## src/hdl/uart_flow_consts.svh

```systemverilog
// Purpose: offsets, field positions, reset values and levels
// Assumes: byte addresses on an 8-bit APB address
// Notes:   definitions only
`ifndef UART_FLOW_CONSTS_SVH
`define UART_FLOW_CONSTS_SVH
// register byte offsets
`define OFS_DIV_LO   8'h00
`define OFS_DIV_HI   8'h04
`define OFS_FRAC     8'h08
`define OFS_INT_EN   8'h0C
`define OFS_FIFO_CTL 8'h10
`define OFS_INT_STAT 8'h14
`define OFS_LINE_CTL 8'h18
`define OFS_MDM_CTL  8'h1C
`define OFS_LINE_ST  8'h20
`define OFS_MDM_ST   8'h24
`define OFS_SCRATCH  8'h28
`define OFS_ENH      8'h2C
`define OFS_ON1      8'h30
`define OFS_ON2      8'h34
`define OFS_OFF1     8'h38
`define OFS_OFF2     8'h3C
`define OFS_EV_STAT  8'h40
`define OFS_EV_MASK  8'h44
// reset values
`define RST_ZERO     8'h00
`define RST_DIV_LO   8'h01
`define RST_INT_STAT 8'h01
`define RST_LINE_ST  8'h60
`define RST_SCRATCH  8'hFF
// field positions
`define ENH_UNLOCK   4
`define ENH_ARTS     6
`define ENH_ACTS     7
`define MC_DTR       0
`define MC_RTS       1
`define MC_OP2       3
`define FC_FIFO_EN   0
// bits that only an unlocked enhanced register lets through
`define MASK_INT_EN  8'hF0
`define MASK_FIFO    8'h30
`define MASK_MDM     8'hE0
// receive fill levels
`define LVL_T0       6'h08
`define LVL_T1       6'h10
`define LVL_T2       6'h18
`define LVL_T3       6'h1C
`define LVL_TOP      6'h20
`define LVL_BOT      6'h04
// event bits
`define EV_TRIG      0
`define EV_CTS       1
`define EV_RTS       2
`define EV_W         3
`endif

```

## src/hdl/uart_flow_pkg.sv

```systemverilog
// Purpose: shared types
// Assumes: nothing
// Notes:   constants live in uart_flow_consts.svh
`default_nettype none
package uart_flow_pkg;
    typedef logic [7:0] byte_t;
    typedef logic [5:0] level_t;
    typedef enum logic [2:0] {
        ACC_IDLE = 3'b001,
        ACC_WAIT = 3'b010,
        ACC_DONE = 3'b100
    } acc_state_t;
endpackage
`default_nettype wire

```

## src/hdl/pace_if.sv

```systemverilog
// Purpose: carries fill level and pacing result
// Assumes: one clock
// Notes:   ctrl drives level and trigger select
`default_nettype none
interface pace_if;
    uart_flow_pkg::level_t level;
    logic [1:0]            sel;
    logic                  hold;
    logic                  trig_hit;
    modport pacer (input level, sel, output hold, trig_hit);
    modport ctrl  (output level, sel, input hold, trig_hit);
endinterface
`default_nettype wire

```

## src/hdl/in_sync.sv

```systemverilog
// Purpose: two-flop synchroniser for modem pins
// Assumes: pins idle high
// Notes:   first stage read only by second stage
`default_nettype none
module in_sync #(parameter int W = 4) (
    // clock
    input  wire logic         clk,
    // pins and result
    input  wire logic [W-1:0] pin_in,
    output logic      [W-1:0] pin_s
);
    logic [W-1:0] meta_q;
    logic [W-1:0] sync_q;
    // no reset: the synced pins must show the real levels during reset,
    // otherwise a low pin gives a false change right after release
    for (genvar i = 0; i < W; i++) begin : g_bit
        always_ff @(posedge clk) begin
            meta_q[i] <= pin_in[i];
            sync_q[i] <= meta_q[i];
        end
    end
    assign pin_s = sync_q;
endmodule
`default_nettype wire

```

## src/hdl/rts_pacer.sv

```systemverilog
// Purpose: receive fill level hysteresis for automatic rts
// Assumes: level is the receive fifo count on this clock
// Notes:   hold high means request-to-send must stay off
`include "uart_flow_consts.svh"
`default_nettype none
module rts_pacer (
    // clock and reset
    input  wire logic clk,
    input  wire logic nrst,
    // pacing link
    pace_if.pacer     p
);
    uart_flow_pkg::level_t trig_lvl;
    uart_flow_pkg::level_t up_lvl;
    uart_flow_pkg::level_t lo_lvl;
    logic                  above_q;
    logic                  hold_q;
    logic                  at_trig;
    assign trig_lvl = p.sel == 2'h0 ? `LVL_T0 : p.sel == 2'h1 ? `LVL_T1 :
                      p.sel == 2'h2 ? `LVL_T2 : `LVL_T3;
    assign up_lvl   = p.sel == 2'h0 ? `LVL_T1 : p.sel == 2'h1 ? `LVL_T2 :
                      p.sel == 2'h2 ? `LVL_T3 : `LVL_TOP;
    assign lo_lvl   = p.sel == 2'h0 ? `LVL_BOT : p.sel == 2'h1 ? `LVL_T0 :
                      p.sel == 2'h2 ? `LVL_T1 : `LVL_T2;
    assign at_trig  = p.level >= trig_lvl;
    always_ff @(posedge clk) begin
        above_q <= nrst & at_trig;
        if (!nrst)
            hold_q <= 1'b0;
        else if (p.level >= up_lvl)
            hold_q <= 1'b1;
        else if (p.level < lo_lvl)
            hold_q <= 1'b0;
    end
    assign p.hold     = hold_q;
    assign p.trig_hit = at_trig & ~above_q;
endmodule
`default_nettype wire

```

## src/hdl/uart_flow_top.sv

```systemverilog
// Purpose: uart channel flow control, flow chars and reset state
// Assumes: apb slave on clk; fifos and shifters outside this block
// Notes:   answers every access two cycles after the access phase opens
`include "uart_flow_consts.svh"
`default_nettype none
module uart_flow_top (
    // clock and resets
    input  wire logic        clk,
    input  wire logic        nrst,
    input  wire logic        por_n,
    // apb slave
    input  wire logic        psel,
    input  wire logic        penable,
    input  wire logic        pwrite,
    input  wire logic [7:0]  paddr,
    input  wire logic [31:0] pwdata,
    output logic      [31:0] prdata,
    output logic             pready,
    output logic             pslverr,
    // modem pins
    input  wire logic        cts_n,
    input  wire logic        dsr_n,
    input  wire logic        ri_n,
    input  wire logic        cd_n,
    output logic             rts_n,
    output logic             dtr_n,
    output logic             general_output_two_n,
    // channel datapath
    input  wire logic [5:0]  rx_fifo_level,
    input  wire logic        rx_has_data,
    input  wire logic        tx_has_room,
    input  wire logic        tx_serial_in,
    output logic             tx_out,
    output logic             tx_stop,
    output logic             receive_ready_n,
    output logic             transmit_ready_n,
    // interrupt
    output logic             irq,
    output logic             irq_oe
);
    ////////////////////////////////////////////////////////////////////
    uart_flow_pkg::acc_state_t state_q, state_d;
    uart_flow_pkg::byte_t divisor_latch_low_q, divisor_latch_high_q;
    uart_flow_pkg::byte_t fractional_divisor_q, interrupt_enable_reg_q;
    uart_flow_pkg::byte_t fifo_control_reg_q, line_control_reg_q;
    uart_flow_pkg::byte_t modem_control_reg_q, line_status_reg_q;
    uart_flow_pkg::byte_t scratch_reg_q, enhanced_feature_control_q;
    uart_flow_pkg::byte_t flow_on_char_one_q, flow_on_char_two_q;
    uart_flow_pkg::byte_t flow_off_char_one_q, flow_off_char_two_q;
    uart_flow_pkg::byte_t modem_status_reg, interrupt_status_reg;
    uart_flow_pkg::byte_t wdat, rd_val;
    logic [3:0]           pins_s, prev_q, delta_q, delta_set;
    logic [`EV_W-1:0]     ev_stat_q, ev_mask_q, ev_set;
    logic [31:0]          prdata_q;
    logic                 pslverr_q, rts_n_q, dtr_n_q, op2_n_q, tx_q;
    logic                 tx_stop_q, receive_ready_n_n_q, transmit_ready_n_n_q, irq_q, irq_oe_q;
    logic                 do_wr, do_rd, unlock, auto_rts, auto_cts, mapped;
    logic                 rts_n_d;
    logic h_lo, h_hi, h_frac, h_ie, h_fc, h_is, h_lc, h_mc, h_ls, h_ms;
    logic h_sc, h_en, h_on1, h_on2, h_of1, h_of2, h_evs, h_evm;

    pace_if pace ();

    in_sync #(.W(4)) u_sync (
        .clk    (clk),
        .pin_in ({cd_n, ri_n, dsr_n, cts_n}),
        .pin_s  (pins_s)
    );

    rts_pacer u_pacer (
        .clk  (clk),
        .nrst (nrst),
        .p    (pace.pacer)
    );

    ////////////////////////////////////////////////////////////////////
    // apb access sequencing
    always_comb begin
        case (state_q)
            uart_flow_pkg::ACC_IDLE:
                state_d = (psel & penable) ? uart_flow_pkg::ACC_WAIT
                                           : uart_flow_pkg::ACC_IDLE;
            uart_flow_pkg::ACC_WAIT: state_d = uart_flow_pkg::ACC_DONE;
            default:                 state_d = uart_flow_pkg::ACC_IDLE;
        endcase
    end

    assign do_wr  = state_q == uart_flow_pkg::ACC_DONE && pwrite;
    assign do_rd  = state_q == uart_flow_pkg::ACC_DONE && !pwrite;
    assign wdat   = pwdata[7:0];
    assign h_lo   = paddr == `OFS_DIV_LO;
    assign h_hi   = paddr == `OFS_DIV_HI;
    assign h_frac = paddr == `OFS_FRAC;
    assign h_ie   = paddr == `OFS_INT_EN;
    assign h_fc   = paddr == `OFS_FIFO_CTL;
    assign h_is   = paddr == `OFS_INT_STAT;
    assign h_lc   = paddr == `OFS_LINE_CTL;
    assign h_mc   = paddr == `OFS_MDM_CTL;
    assign h_ls   = paddr == `OFS_LINE_ST;
    assign h_ms   = paddr == `OFS_MDM_ST;
    assign h_sc   = paddr == `OFS_SCRATCH;
    assign h_en   = paddr == `OFS_ENH;
    assign h_on1  = paddr == `OFS_ON1;
    assign h_on2  = paddr == `OFS_ON2;
    assign h_of1  = paddr == `OFS_OFF1;
    assign h_of2  = paddr == `OFS_OFF2;
    assign h_evs  = paddr == `OFS_EV_STAT;
    assign h_evm  = paddr == `OFS_EV_MASK;
    assign mapped = h_lo | h_hi | h_frac | h_ie | h_fc | h_is | h_lc |
                    h_mc | h_ls | h_ms | h_sc | h_en | h_on1 | h_on2 |
                    h_of1 | h_of2 | h_evs | h_evm;

    assign rd_val = ({8{h_lo}}  & divisor_latch_low_q)
                  | ({8{h_hi}}  & divisor_latch_high_q)
                  | ({8{h_frac}} & fractional_divisor_q)
                  | ({8{h_ie}}  & interrupt_enable_reg_q)
                  | ({8{h_fc}}  & fifo_control_reg_q)
                  | ({8{h_is}}  & interrupt_status_reg)
                  | ({8{h_lc}}  & line_control_reg_q)
                  | ({8{h_mc}}  & modem_control_reg_q)
                  | ({8{h_ls}}  & line_status_reg_q)
                  | ({8{h_ms}}  & modem_status_reg)
                  | ({8{h_sc}}  & scratch_reg_q)
                  | ({8{h_en}}  & enhanced_feature_control_q)
                  | ({8{h_on1}} & flow_on_char_one_q)
                  | ({8{h_on2}} & flow_on_char_two_q)
                  | ({8{h_of1}} & flow_off_char_one_q)
                  | ({8{h_of2}} & flow_off_char_two_q)
                  | ({8{h_evs}} & {5'h00, ev_stat_q})
                  | ({8{h_evm}} & {5'h00, ev_mask_q});

    always_ff @(posedge clk) begin
        state_q   <= nrst ? state_d : uart_flow_pkg::ACC_IDLE;
        prdata_q  <= (nrst && state_q == uart_flow_pkg::ACC_WAIT)
                     ? {24'h000000, rd_val} : 32'h00000000;
        pslverr_q <= nrst && state_q == uart_flow_pkg::ACC_WAIT && !mapped;
    end

    assign pready  = state_q[2];
    assign prdata  = prdata_q;
    assign pslverr = pslverr_q;

    ////////////////////////////////////////////////////////////////////
    // keeps locked enhanced bits when unlock is clear
    function automatic uart_flow_pkg::byte_t merge(
        input uart_flow_pkg::byte_t old_v,
        input uart_flow_pkg::byte_t new_v,
        input uart_flow_pkg::byte_t mask,
        input logic                 open_en);
        merge = open_en ? new_v : ((new_v & ~mask) | (old_v & mask));
    endfunction

    assign unlock   = enhanced_feature_control_q[`ENH_UNLOCK];
    assign auto_rts = enhanced_feature_control_q[`ENH_ARTS];
    assign auto_cts = enhanced_feature_control_q[`ENH_ACTS];

    // divisor survives the reset pin, only power-up loads it
    always_ff @(posedge clk) begin
        if (!por_n) begin
            divisor_latch_low_q  <= `RST_DIV_LO;
            divisor_latch_high_q <= `RST_ZERO;
        end else if (do_wr && h_lo) begin
            divisor_latch_low_q  <= wdat;
        end else if (do_wr && h_hi) begin
            divisor_latch_high_q <= wdat;
        end
    end

    always_ff @(posedge clk) begin
        if (!nrst) begin
            fractional_divisor_q       <= `RST_ZERO;
            interrupt_enable_reg_q     <= `RST_ZERO;
            fifo_control_reg_q         <= `RST_ZERO;
            line_control_reg_q         <= `RST_ZERO;
            modem_control_reg_q        <= `RST_ZERO;
            scratch_reg_q              <= `RST_SCRATCH;
            enhanced_feature_control_q <= `RST_ZERO;
            flow_on_char_one_q         <= `RST_ZERO;
            flow_on_char_two_q         <= `RST_ZERO;
            flow_off_char_one_q        <= `RST_ZERO;
            flow_off_char_two_q        <= `RST_ZERO;
            ev_mask_q                  <= '0;
        end else if (do_wr) begin
            if (h_frac && unlock)
                fractional_divisor_q <= wdat;
            if (h_ie)
                interrupt_enable_reg_q <= merge(interrupt_enable_reg_q,
                    wdat, `MASK_INT_EN, unlock);
            if (h_fc)
                fifo_control_reg_q <= merge(fifo_control_reg_q,
                    wdat, `MASK_FIFO, unlock);
            if (h_mc)
                modem_control_reg_q <= merge(modem_control_reg_q,
                    wdat, `MASK_MDM, unlock);
            if (h_lc)
                line_control_reg_q <= wdat;
            if (h_sc)
                scratch_reg_q <= wdat;
            if (h_en)
                enhanced_feature_control_q <= wdat;
            if (h_on1)
                flow_on_char_one_q <= wdat;
            if (h_on2)
                flow_on_char_two_q <= wdat;
            if (h_of1)
                flow_off_char_one_q <= wdat;
            if (h_of2)
                flow_off_char_two_q <= wdat;
            if (h_evm)
                ev_mask_q <= wdat[`EV_W-1:0];
        end
    end

    ////////////////////////////////////////////////////////////////////
    // modem status: pins_s = {cd, ri, dsr, cts}, all active low
    assign delta_set = {prev_q[3] ^ pins_s[3], ~prev_q[2] & pins_s[2],
                        prev_q[1] ^ pins_s[1], prev_q[0] ^ pins_s[0]};
    assign modem_status_reg = {~pins_s, delta_q};

    always_ff @(posedge clk) begin
        prev_q  <= pins_s;
        if (!nrst)
            delta_q <= 4'h0;
        else
            delta_q <= ((do_rd && h_ms) ? 4'h0 : delta_q) | delta_set;
    end

    assign pace.level = rx_fifo_level;
    assign pace.sel   = fifo_control_reg_q[7:6];

    // event flags: a set in the clearing cycle wins
    assign ev_set[`EV_TRIG] = auto_rts & pace.trig_hit;
    assign ev_set[`EV_CTS]  = delta_set[0];
    assign ev_set[`EV_RTS]  = rts_n_d & ~rts_n_q;
    assign interrupt_status_reg = {{2{fifo_control_reg_q[`FC_FIFO_EN]}},
                                   5'h00, ~irq_q};

    always_ff @(posedge clk) begin
        if (!nrst)
            ev_stat_q <= '0;
        else
            ev_stat_q <= (ev_stat_q &
                ~(do_wr && h_evs ? wdat[`EV_W-1:0] : '0)) | ev_set;
    end

    ////////////////////////////////////////////////////////////////////
    // pins
    assign rts_n_d = !auto_rts ? ~modem_control_reg_q[`MC_RTS]
                   : !modem_control_reg_q[`MC_RTS] ? 1'b1
                   : pace.hold;

    always_ff @(posedge clk) begin
        if (!nrst) begin
            rts_n_q   <= 1'b1;
            dtr_n_q   <= 1'b1;
            op2_n_q   <= 1'b1;
            tx_q      <= 1'b1;
            receive_ready_n_n_q <= 1'b1;
            transmit_ready_n_n_q <= 1'b0;
            irq_q     <= 1'b0;
            irq_oe_q  <= 1'b0;
            tx_stop_q <= 1'b0;
            line_status_reg_q <= `RST_LINE_ST;
        end else begin
            rts_n_q   <= rts_n_d;
            dtr_n_q   <= ~modem_control_reg_q[`MC_DTR];
            op2_n_q   <= ~modem_control_reg_q[`MC_OP2];
            tx_q      <= tx_serial_in;
            receive_ready_n_n_q <= ~rx_has_data;
            transmit_ready_n_n_q <= ~tx_has_room;
            irq_q     <= |(ev_stat_q & ev_mask_q);
            irq_oe_q  <= modem_control_reg_q[`MC_OP2];
            tx_stop_q <= auto_cts & pins_s[0];
            line_status_reg_q <= {1'b0, tx_has_room, tx_has_room,
                                  4'h0, rx_has_data};
        end
    end

    assign rts_n                = rts_n_q;
    assign dtr_n                = dtr_n_q;
    assign general_output_two_n = op2_n_q;
    assign tx_out               = tx_q;
    assign tx_stop              = tx_stop_q;
    assign receive_ready_n      = receive_ready_n_n_q;
    assign transmit_ready_n     = transmit_ready_n_n_q;
    assign irq                  = irq_q;
    assign irq_oe               = irq_oe_q;
endmodule
`default_nettype wire

```

## config.mk

```make
export PLATFORM = sky130hd
export DESIGN_NAME = uart_flow_top
export DESIGN_NICKNAME = d
export VERILOG_FILES = /design/src/hdl/uart_flow_pkg.sv /design/src/hdl/pace_if.sv /design/src/hdl/in_sync.sv /design/src/hdl/rts_pacer.sv /design/src/hdl/uart_flow_top.sv
export VERILOG_INCLUDE_DIRS = /design/src /design/src/hdl
export SDC_FILE = /design/constraint.sdc
export NUM_CORES = 1
export LEC_CHECK = 0
export BUFFER_PORTS_ARGS = -buffer_cell sky130_fd_sc_hd__buf_2
export CAP_MARGIN = 20
export CORE_MARGIN = 2
export CORE_UTILIZATION = 55
export CTS_CLUSTER_DIAMETER = 150
export DETAILED_ROUTE_END_ITERATION = 8
export GPL_TIMING_DRIVEN = 0
export PLACE_DENSITY = 0.84
export SYNTH_ARGS = -nofsm -noshare
export SYNTH_HDL_FRONTEND = slang
export SYNTH_SLANG_ARGS = --single-unit
```

## constraint.sdc

```tcl
create_clock -name clk -period 2.5 [get_ports clk]
set_clock_uncertainty 0.15 [all_clocks]
set_input_delay 0.125 -clock clk [delete_from_list [all_inputs] [get_ports clk]]
set_output_delay 0.125 -clock clk [all_outputs]
set_load 0.01 [all_outputs]
```

# Word-level counts from Yosys, hierarchy flattened
# Cells that the tools add are included.
# classes
shift	0
bitwise	81
eq_ne	22
mux	20
reduce_logical	28
addsub	0
mul	0
div_mod_pow	0
n_lt_le_gt_ge	3
# op_table
cell	count
OR 8 bit	17
bitwise AND 8 bit	16
== test 8 x 6 -> 1 bit (second input constant)	8
two-way mux 6 bit	7
== test 8 x 5 -> 1 bit (second input constant)	4
AND reduction 2 bit	13
two-way mux 8 bit	3
OR 1 bit	17
bitwise AND 8 x 3 -> 8 bit	2
== test 8 x 4 -> 1 bit (second input constant)	2
== test 8 x 7 -> 1 bit (second input constant)	2
>= comparator 6 bit	2
inverter 1 bit	10
logical AND 1 bit	9
== test 8 x 3 -> 1 bit (second input constant)	1
logical NOT 8 bit	1
two-way mux 4 bit	2
OR 4 x 8 -> 8 bit	1
OR 5 x 8 -> 8 bit	1
OR 8 x 6 -> 8 bit	1
bitwise AND 1 bit	7
bitwise AND 3 bit	2
< comparator 6 bit	1
two-way mux 3 bit	2
other kinds (17)	23
# totals
latch_bits	0
ramBits	0
output_inout_bits	43
elab_cells	196
inputBits	59
mem_count	0
romBits	0
reg_bits	180

# Logic depth before layout (Yosys ltp)
# Gate-level depths: netlist of the first run.
# depth
ltp_word	20
ltp_mapped	8
mapped_depth_nobuf	8

# Cells and area by module
# A second synthesis of the first run with hierarchy kept.
# hier_totals
hier_cells	805
hier_area_um2	7234.4
# modules_own_cells
mod	area_per_inst_um2	seq_area_each_um2	cells_per_inst	instances
uart_flow_top	6718.9	2822.7	757	1
rts_pacer	355.3	40.0	40	1
in_sync	160.2	160.2	8	1

# Worst setup path after synthesis of the first run
# Ideal clock, no wire load.
# synth_timing
path_type	register -> register
start	register fifo_control_reg_q[6]
end	register u_pacer.hold_q (netlist: u_pacer.p.hold)
path_stages_with_launch	9
period_less_slack_ns	2.139
slack_ns	0.361
required_ns	2.220
arrival_time_ns	1.858
path_buffers	0
setup_ns	0.130
cell_sequence	dfxtp_1 > inv_1 > ha_1 > or2_2 > ha_1 > a21o_1 > a211o_1 > a21oi_1 > o22ai_1
# synth_via
elab_chain_len	6
elab_cells_between_ends	13
cone_classes	order compare: 2; eq/ne: 2; mux: 7; reduce/logical: 2
# synth_lines
element	line_no	text
from (decl)	uart_flow_top.sv:45	uart_flow_pkg::byte_t fifo_control_reg_q, line_control_reg_q;
from (signal assigned)	uart_flow_top.sv:173	fifo_control_reg_q <= `RST_ZERO;
from (signal assigned)	uart_flow_top.sv:190	fifo_control_reg_q <= merge(fifo_control_reg_q,
== test 2 bit	rts_pacer.sv:22, rts_pacer.sv:24	
two-way mux 6 bit (no source line) or two-way mux 4 bit (tied branches)	-	
two-way mux 6 bit (no source line) (2 in series)	-	
>= comparator 6 bit or < comparator 6 bit (tied branches)	rts_pacer.sv:30, rts_pacer.sv:32	
two-way mux 1 bit or nonzero test 2 bit (tied branches)	-	
to (signal assigned)	rts_pacer.sv:29	hold_q <= 1'b0;
to (signal assigned)	rts_pacer.sv:31	hold_q <= 1'b1;
to (signal assigned)	rts_pacer.sv:33	hold_q <= 1'b0;
to (decl)	rts_pacer.sv:17	logic hold_q;
# Parallel ways exist; a longest one is shown, timed or not.
# A chain may end at the register's enable or synchronous reset.

# Worst setup path in the final report of the first run
# layout_timing
start	register fifo_control_reg_q[7]
end	register u_pacer.hold_q (netlist: u_pacer.p.hold)
# The elaborated chain is that of the path after synthesis.

==> flow_summary.toml, run 1 <==
[global_route]
use_met1_pct = 46.5
grt_usage_pct = 35.9
grt_start_max_net_pins = 17
antenna_found_initial = 0
grt_pass1_wl_um = 35400
grt_busiest_layer = "met2"
grtUsageMet3_pct = 10.1
grt_pass1_vias = 6162
grt_overflow = 0
use_met2_pct = 54.1

[synth]
synth_top_area_share_pct = 43.4
async_reset_ff_share_pct = 0
synth_ff_type = "dfxtp_1"
yosys_warnings = 0
synth_area_mm2 = 0.00696
synth_cell_type_count = 65
synth-edff-count = 0
ys_ff_latch = 151
yosysSeqAreaShare_pct = 43.4
netlist_instances = 813
synthTopCellsByArea = "dfxtp_1 43%, nand2_1 7.3%, nand3_1 6.3%"
synth_top_area_cell = "dfxtp_1"
syn_avg_cell_area_um2 = 8.57
ys_top_cells_by_count = "151 x dfxtp_1, 136 x nand2_1, 87 x nand3_1"
synth.most_common_cell = "dfxtp_1"

[sta]
setup_viol_count_final = 0
hold_violations = 0
timing.fmax_mhz = 422
timing.final.ws_setup_ps = 133
period_share_pct = 94.7
maxSlewViolCount = 0
max_slew_margin_pct = 26.2
period_minus_slack_ps = 2370
rsz0062_at_grt = "false"
worst_slew_pin_slew_ps = 1090

[drt]
drc = 0
num_vias = 6635
drtIter0Drc = 892
post_drt_wl_per_cell_um = 21.3
routed_wl_um = 23600
ant_nets = 0
avgViaCountPerCell = 5.97
dr.pass1.iters = 6

[clocking]
cts_buffers = 17
clock-root-buffer = "clkbuf_16"
cts_setup_buffers = 0
clk_latency_ps = 430
cts_sinks = 151
cts.reportedPaths.clkPinSlew_ps = 70
cts_buffer_depth = 2
cts_tree = "yes"
h-tree-depth = 4

[floorplan]
start_util_pct = 55.9
rows = 41
die_h_um = 117
die_w_um = 117
pin_count = 102
coreArea_mm2 = 0.0125
dieArea_mm2 = 0.0136

[flow_run]
maxCapViolCount = 0

[placed_design]
portBuffers = 51
place_congestion = 1.03
pre_cts_ws_ps = -64.7
dp_hpwl_um = 16700
placed_cells = 1059

[cells_and_area]
nNetsFinal = 1001
diodes = 0
final_cells = 1112
drive_gt1_share_pct = 16.6
area_growth_pct = 18.8

[critical_path]
arrival_ps = 2520
worstSetupPathType = "reg -> reg"
path_max_fanout = 6
startpoint_type = "register"
cp.required_ps = 2650
crit_path_end_kind = "register"

[run_status]
status = "finished, final reports clean"

[power]
vdd_drop_max_v = 0.000470
power.leakage_nw = 3.19
powerDensity_mw_per_mm2 = 630

[min_path]
hold_path.class = "in -> reg"
worst max-delay path, stage by stage (launching register included):
cell	delay [ps]
dfxtp_1	460
inv_1	120
ha_1	240
or2_2	290
ha_1	290
a21o_1	170
a211o_1	300
a21oi_1	140
o22ai_1	80
logic make-up after synthesis:
| family | count (synthesis) | share of synthesized area (%) |
|---|---|---|
| and+or+nand+nor | 333 | 23.1 |
| AOI/OAI and AO/OA | 162 | 15.0 |
| DFF | 151 | 43.4 |
| buffers and inverters | 95 | 6.93 |
| muxes | 53 | 8.46 |
| adders and majority gates | 15 | 2.69 |
| xor gates and xnor gates | 3 | 0.377 |
| other | 1 | 0.0538 |
cell usage in the layout (no fill, tap or decap), types with 4 or more instances in the layout:
cell type / netlist / routed
nor2b_1: 7 / 7
nor3_1: 10 / 10
nand3_1: 87 / 87
mux2i_1: 42 / 42
or3_1: 4 / 4
o21ai_0: 9 / 9
a31oi_1: 5 / 5
nor2_1: 49 / 49
buf_2: 23 / 74
conb_1: 1 / 24
dfxtp_1: 151 / 150
o31ai_1: 4 / 4
clkbuf_1: 33 / 34
mux2_2: 7 / 7
nand2b_1: 4 / 4
dlygate4sd3_1: 0 / 21
a22oi_1: 15 / 15
mux4_2: 4 / 4
clkbuf_16: 0 / 17
clkinvlp_4: 0 / 5
ha_1: 15 / 15
a21boi_0: 16 / 16
a21oi_1: 70 / 70
inv_1: 14 / 14
a22o_1: 5 / 5
nand2_1: 136 / 136
buf_4: 24 / 24
o22ai_1: 6 / 6
metrics by stage:
step           power, mW  hold slack [ps]  area, µm²  utilization [%]  setup TNS, ps
2_1_floorplan       2.72             2.72       7050                -              0
3_3_place_gp        2.87             78.2       7520             60.3           -109
3_5_place_dp        2.87             78.9       7520             60.3           -183
4_1_cts             5.19             4.77       8270             66.3              0
5_1_grt             5.34             52.6       8270             66.4              0
6_report            5.21             33.2       8270             66.4              0
path summary, 6_finish.rpt:
check	startpoint	endpoint	slack [ps]	cells past startpoint
worst min register to register	u_sync.meta_q[0]	u_sync.pin_s[0]	180	0
worst max register to register	fifo_control_reg_q[7]	u_pacer.p.hold	130	8
worst max-delay path	fifo_control_reg_q[7]	u_pacer.p.hold	130	8
worst min-delay path	paddr[5]	interrupt_enable_reg_q[1]	30	4
timing repair:
| item | 4_1_cts | 5_1_grt |
|---|---|---|
| gates resized for setup | 0 | 1 |
| hold buffers | 21 | 0 |
| endpoints found under the hold margin | 41 | 0 |
| endpoints found under the setup margin | 0 | 1 |
layout make-up:
| class | count | area [µm²] |
|---|---|---|
| plain buffers | 81 | 430 |
| clock buffers | 19 | 443 |
| clock inverters | 13 | 96.3 |
| fillers | 1059 | 4190 |
| inverters | 14 | 52.6 |
| multi-input cells | 590 | 3540 |
| flip-flops and latches | 151 | 3020 |
| well taps | 172 | 215 |
| repair buffers | 72 | 465 |
power by group:
part | switching (mW) | leakage [nW] | internal, mW
registers | 0.0157 | 1.23 | 2.43
logic | 0.268 | 1.72 | 0.145
clock network | 1.06 | 0.252 | 1.30
layer usage:
| layer | wire (µm) | up-vias |
|---|---|---|
| met5 | 0 | - |
| met4 | 1290 | 0 |
| met3 | 2900 | 83 |
| met2 | 10200 | 436 |
| met1 | 9230 | 3063 |
| li1 | - | 3053 |
No activity file was read; power rests on OpenSTA's default activity.
==> run 2, diff against run 1 <==
==> constraint.sdc (replaced) <==
create_clock -name clk -period 2.46 [get_ports clk]
set_clock_uncertainty 0.15 [all_clocks]
set_input_delay 0.492 -clock clk [delete_from_list [all_inputs] [get_ports clk]]
set_output_delay 0.492 -clock clk [all_outputs]
set_load 0.01 [all_outputs]
==> flow_summary.toml, run 2 (synthesized netlist as in run 1, its figures left out) <==
[run_status]
status = "finished, final reports clean"

[clocking]
h-tree-depth = 4
clock-root-buffer = "clkbuf_16"
cts_setup_buffers = 0
cts_tree = "yes"
cts.reportedPaths.clkPinSlew_ps = 60
cts_buffers = 17
cts_buffer_depth = 2
clk_latency_ps = 430
cts_sinks = 151

[drt]
ant_nets = 0
drc = 0
drtIter0Drc = 808
routed_wl_um = 23400
num_vias = 6591
post_drt_wl_per_cell_um = 21.4
dr.pass1.iters = 5
avgViaCountPerCell = 6.04

[cells_and_area]
nNetsFinal = 981
drive_gt1_share_pct = 17.2
final_common_cell = "dfxtp_1"
post-route-util_pct = 64.8
diodes = 0
area_growth_pct = 16.0
finalInstanceArea_mm2 = 0.00808
n_fill_cell = 1079
layout_common_cells = "149 x dfxtp_1, 136 x nand2_1, 87 x nand3_1"

[floorplan]
start_util_pct = 55.9
pin_count = 102
dieArea_mm2 = 0.0136
die_w_um = 117
rows = 41
die_h_um = 117
coreArea_mm2 = 0.0125

[critical_path]
critical_path.cell_chain = "buf_2, buf_2, buf_2, clkbuf_1, nor4_1, nor4_1, a31oi_1"
startpoint_type = "input pin"
crit_top_cell = "buf_2"
critPathMaxStageDelay_ps = 500
arrival_ps = 2530
path_max_fanout = 10
worst-path-buf-inv = 4
crit_path_end_kind = "register"
cp_top_family = "buffers and inverters"
slowest_stage = "clkbuf_1"
worstSetupPathType = "in -> reg"
cp.required_ps = 2580

[global_route]
grt_overflow = 0
antenna_found_initial = 0
grt_usage_pct = 35.7
grt_pass1_wl_um = 35100
grt_pass1_vias = 6061
grt_start_max_net_pins = 17

[power]
swShare_pct = 25.6
seq_power_share_pct = 47.2
pwr-share-comb_pct = 7.5
powerDensity_mw_per_mm2 = 652
vdd_drop_max_v = 0.000476
p_switching_mw = 1.35
clock_power_share_pct = 45.3
internal_power_mw = 3.92
power.leakage_nw = 3.11

[placed_design]
place_congestion = 1.03
portBuffers = 51
dp_hpwl_um = 16700
pre_cts_ws_ps = -472
place_area_mm2 = 0.00752

[sta]
worst_slew_pin_slew_ps = 1050
period_share_pct = 98.0
setup_viol_count_final = 0
max_slew_margin_pct = 29.6
timing.final.ws_setup_ps = 49.9
fin_setup_tns_ps = 0
timing.fmax_mhz = 415
period_minus_slack_ps = 2410
maxSlewViolCount = 0
holdWs_ps = 8.82
rsz0062_at_grt = "false"
hold_violations = 0

[flow_run]
maxCapViolCount = 0

[min_path]
hold_path.class = "in -> reg"
-- run 2: changes by cell type in the layout (fill, tap and decap cells not counted), sizes merged --
cell / delta
dlygate4sd3: -20
-- run 2: metal layers --
metal	up-vias	wire length, µm	track usage, %	part of all wire [%]
met4	0	1350	20.7	5.8
met1	3061	9390	46.7	40
met3	83	2730	10.2	12
met2	433	9900	52.5	42
met5	-	0	0	0
li1	3014	-	-	-
-- run 2: final cells by class --
cell class                      instances  area (µm²)  share of cell area, %
Sequential cell                       151        3030                   37.4
Tap cell                              172         215                   2.66
Clock buffer                           19         443                   5.48
Buffer                                 81         430                   5.33
Inverter                               14        52.6                  0.650
Clock inverter                         13        96.3                   1.19
Timing Repair Buffer                   52         265                   3.28
Multi-Input combinational cell        590        3550                   44.0
-- run 2: stage by stage --
step	total power, mW	std cells
2_1_floorplan	2.77	836
3_3_place_gp	2.92	1059
3_5_place_dp	2.92	1059
4_1_cts	5.25	1092
5_1_grt	5.41	1092
6_report	5.27	1092
-- run 2: power by group through the flow --
stage               Clock (mW)  Sequential (mW)  Combinational (mW)
floorplan                    0             2.54               0.230
global placement             0             2.54               0.375
detailed placement           0             2.54               0.376
CTS                       2.39             2.49               0.380
global route              2.50             2.49               0.417
finish                    2.38             2.49               0.394
-- run 2: worst paths after layout --
path / start / to / slack (ps) / cells past startpoint
worst max-delay path: paddr[2] / prdata[3] / 50 / 7
worst min-delay path: cts_n / u_sync.meta_q[0] / 9 / 1
worst max register to register: state_q[2] / flow_off_char_one_q[0] / 130 / 6
worst min register to register: u_sync.meta_q[0] / u_sync.pin_s[0] / 180 / 0
-- run 2: repair_timing --
item | in CTS | in global routing
pin swaps | 0 | 0
gates resized for setup | 1 | 2
endpoints found under the hold margin | 1 | 0
endpoints found under the setup margin | 4 | 1
hold buffers | 1 | 0
-- run 2: worst register-to-register path, cell delays in order (launching register included) --
cell and delay [ps]:
dfxtp_1 410, nand4bb_1 120, buf_2 250, nor3_1 430, nand2_1 500, mux2i_1 280
nor2_1 60
==> run 3, diff against run 2 <==
--- a/config.mk
+++ b/config.mk
@@ -13,6 +13,7 @@
 export CTS_CLUSTER_DIAMETER = 150
 export DETAILED_ROUTE_END_ITERATION = 8
 export GPL_TIMING_DRIVEN = 0
+export HOLD_SLACK_MARGIN = 0.15
 export PLACE_DENSITY = 0.84
 export SYNTH_ARGS = -nofsm -noshare
 export SYNTH_HDL_FRONTEND = slang
==> flow_summary.toml, run 3 (synthesized netlist as in run 1, its figures left out) <==
[placed_design]
placed_cells = 1059
place_congestion = 1.03
pre_cts_ws_ps = -472
dp_hpwl_um = 16700
portBuffers = 51

[clocking]
clock-root-buffer = "clkbuf_16"
h-tree-depth = 4
cts_buffer_depth = 2
cts_setup_buffers = 0
cts_buffers = 17
cts_sinks = 151
cts.reportedPaths.clkPinSlew_ps = 60
clk_latency_ps = 430
cts_tree = "yes"

[sta]
timing.fmax_mhz = 421
period_minus_slack_ps = 2370
max_slew_margin_pct = 30.2
maxSlewViolCount = 0
worst_slew_pin_slew_ps = 1040
timing.final.ws_setup_ps = 85.5
setup_viol_count_final = 0
hold_violations = 0
fin_setup_tns_ps = 0
rsz0062_at_grt = "false"
period_share_pct = 96.5

[critical_path]
worst-path-buf-inv = 4
cp.required_ps = 2590
startpoint = "paddr[2]"
r2r_setup_slack_ps = 100
path_depth = 7
path_max_fanout = 10
cp_top_family = "buffers and inverters"
arrival_ps = 2510
r2r_end = "flow_off_char_one_q[0]"
startpoint_type = "input pin"
crit_top_cell = "buf_2"
r2r-start = "state_q[2]"
slowest_stage = "clkbuf_1"
worstSetupPathType = "in -> reg"
crit_path_end = "prdata[3]"
critPathMaxStageDelay_ps = 510
worst-r2r-cell-count = 6
crit_path_end_kind = "register"
critical_path.cell_chain = "buf_2, buf_2, buf_2, clkbuf_1, nor4_1, nor4_1, a31oi_1"

[run_status]
status = "finished, final reports clean"

[power]
p_switching_mw = 1.36
clock_power_share_pct = 45.3
swShare_pct = 25.7
finalPower_mw = 5.28
powerDensity_mw_per_mm2 = 648
power.leakage_nw = 3.14
seq_power_share_pct = 47.1
internal_power_mw = 3.92
pwr-share-comb_pct = 7.6
vdd_drop_max_v = 0.000474

[cells_and_area]
nNetsFinal = 987
final_cells = 1098
diodes = 0
area_growth_pct = 16.9
drive_gt1_share_pct = 17.1
layout_common_cells = "149 x dfxtp_1, 136 x nand2_1, 87 x nand3_1"
final_common_cell = "dfxtp_1"

[drt]
num_vias = 6580
avgViaCountPerCell = 5.99
dr.pass1.iters = 6
routed_wl_um = 23400
ant_nets = 0
drc = 0
post_drt_wl_per_cell_um = 21.3
drtIter0Drc = 976

[floorplan]
dieArea_mm2 = 0.0136
die_w_um = 117
coreArea_mm2 = 0.0125
rows = 41
die_h_um = 117
pin_count = 102
start_util_pct = 55.9

[global_route]
grt_pass1_wl_um = 35100
grt_pass1_vias = 6089
grt_usage_pct = 35.6
grt_start_max_net_pins = 17
antenna_found_initial = 0
grt_overflow = 0

[flow_run]
maxCapViolCount = 0

[min_path]
hold_path.class = "reg -> reg"
[run 3: cell types whose count changed in the layout (fill, tap and decap cells not counted)]
cell,change
dlygate4sd3_1,+6
[run 3: power groups by stage]
stage,logic [mW],registers [mW],clock network [mW]
floorplan,0.230,2.54,0
detailed placement,0.376,2.54,0
CTS,0.387,2.49,2.39
global placement,0.375,2.54,0
finish,0.401,2.49,2.39
global route,0.424,2.49,2.50
[run 3: layer usage]
layer	routed length, µm	share of wire (%)	up-vias	global-route usage, %
met5	0	0	-	0
met4	1390	5.9	0	21.1
met3	2880	12	88	10.2
met2	9880	42	441	52.4
met1	9220	39	3034	46.7
li1	-	-	3017	-
[run 3: cell type report]
type                       count  area, µm²
buffer                        81        430
clock buffer                  19        443
clock inverter                13       96.3
fill                        1072       4330
inverter                      14       52.6
multi-input combinational    590       3550
sequential                   151       3030
tap                          172        215
timing repair buffer          58        325
[run 3: repair_timing]
| item | CTS | global route |
|---|---|---|
| endpoints found under the hold margin | 9 | 0 |
| gates resized for setup | 1 | 2 |
| hold buffers | 7 | 0 |
| setup endpoints to repair | 4 | 1 |
[run 3: how the worst min path moves through the flow]
stage          slack (ps)  cells after the start         endpoint              from
2_1_floorplan         160                      0  u_sync.pin_s[0]  u_sync.meta_q[0]
3_3_place_gp          160                      0  u_sync.pin_s[3]  u_sync.meta_q[3]
3_5_place_dp          160                      0  u_sync.pin_s[3]  u_sync.meta_q[3]
4_1_cts               180                      0  u_sync.pin_s[0]  u_sync.meta_q[0]
5_1_grt               190                      0  u_sync.pin_s[2]  u_sync.meta_q[2]
6_report              180                      0  u_sync.pin_s[0]  u_sync.meta_q[0]
[run 3: stage by stage]
step | util, % | hold WS (ps) | instance area [µm²]
5_1_grt | 65.3 | 191 | 8140
2_1_floorplan | - | 160 | 7050
3_5_place_dp | 60.3 | 162 | 7520
6_report | 65.3 | 177 | 8140
4_1_cts | 65.3 | 179 | 8140
3_3_place_gp | 60.3 | 162 | 7520
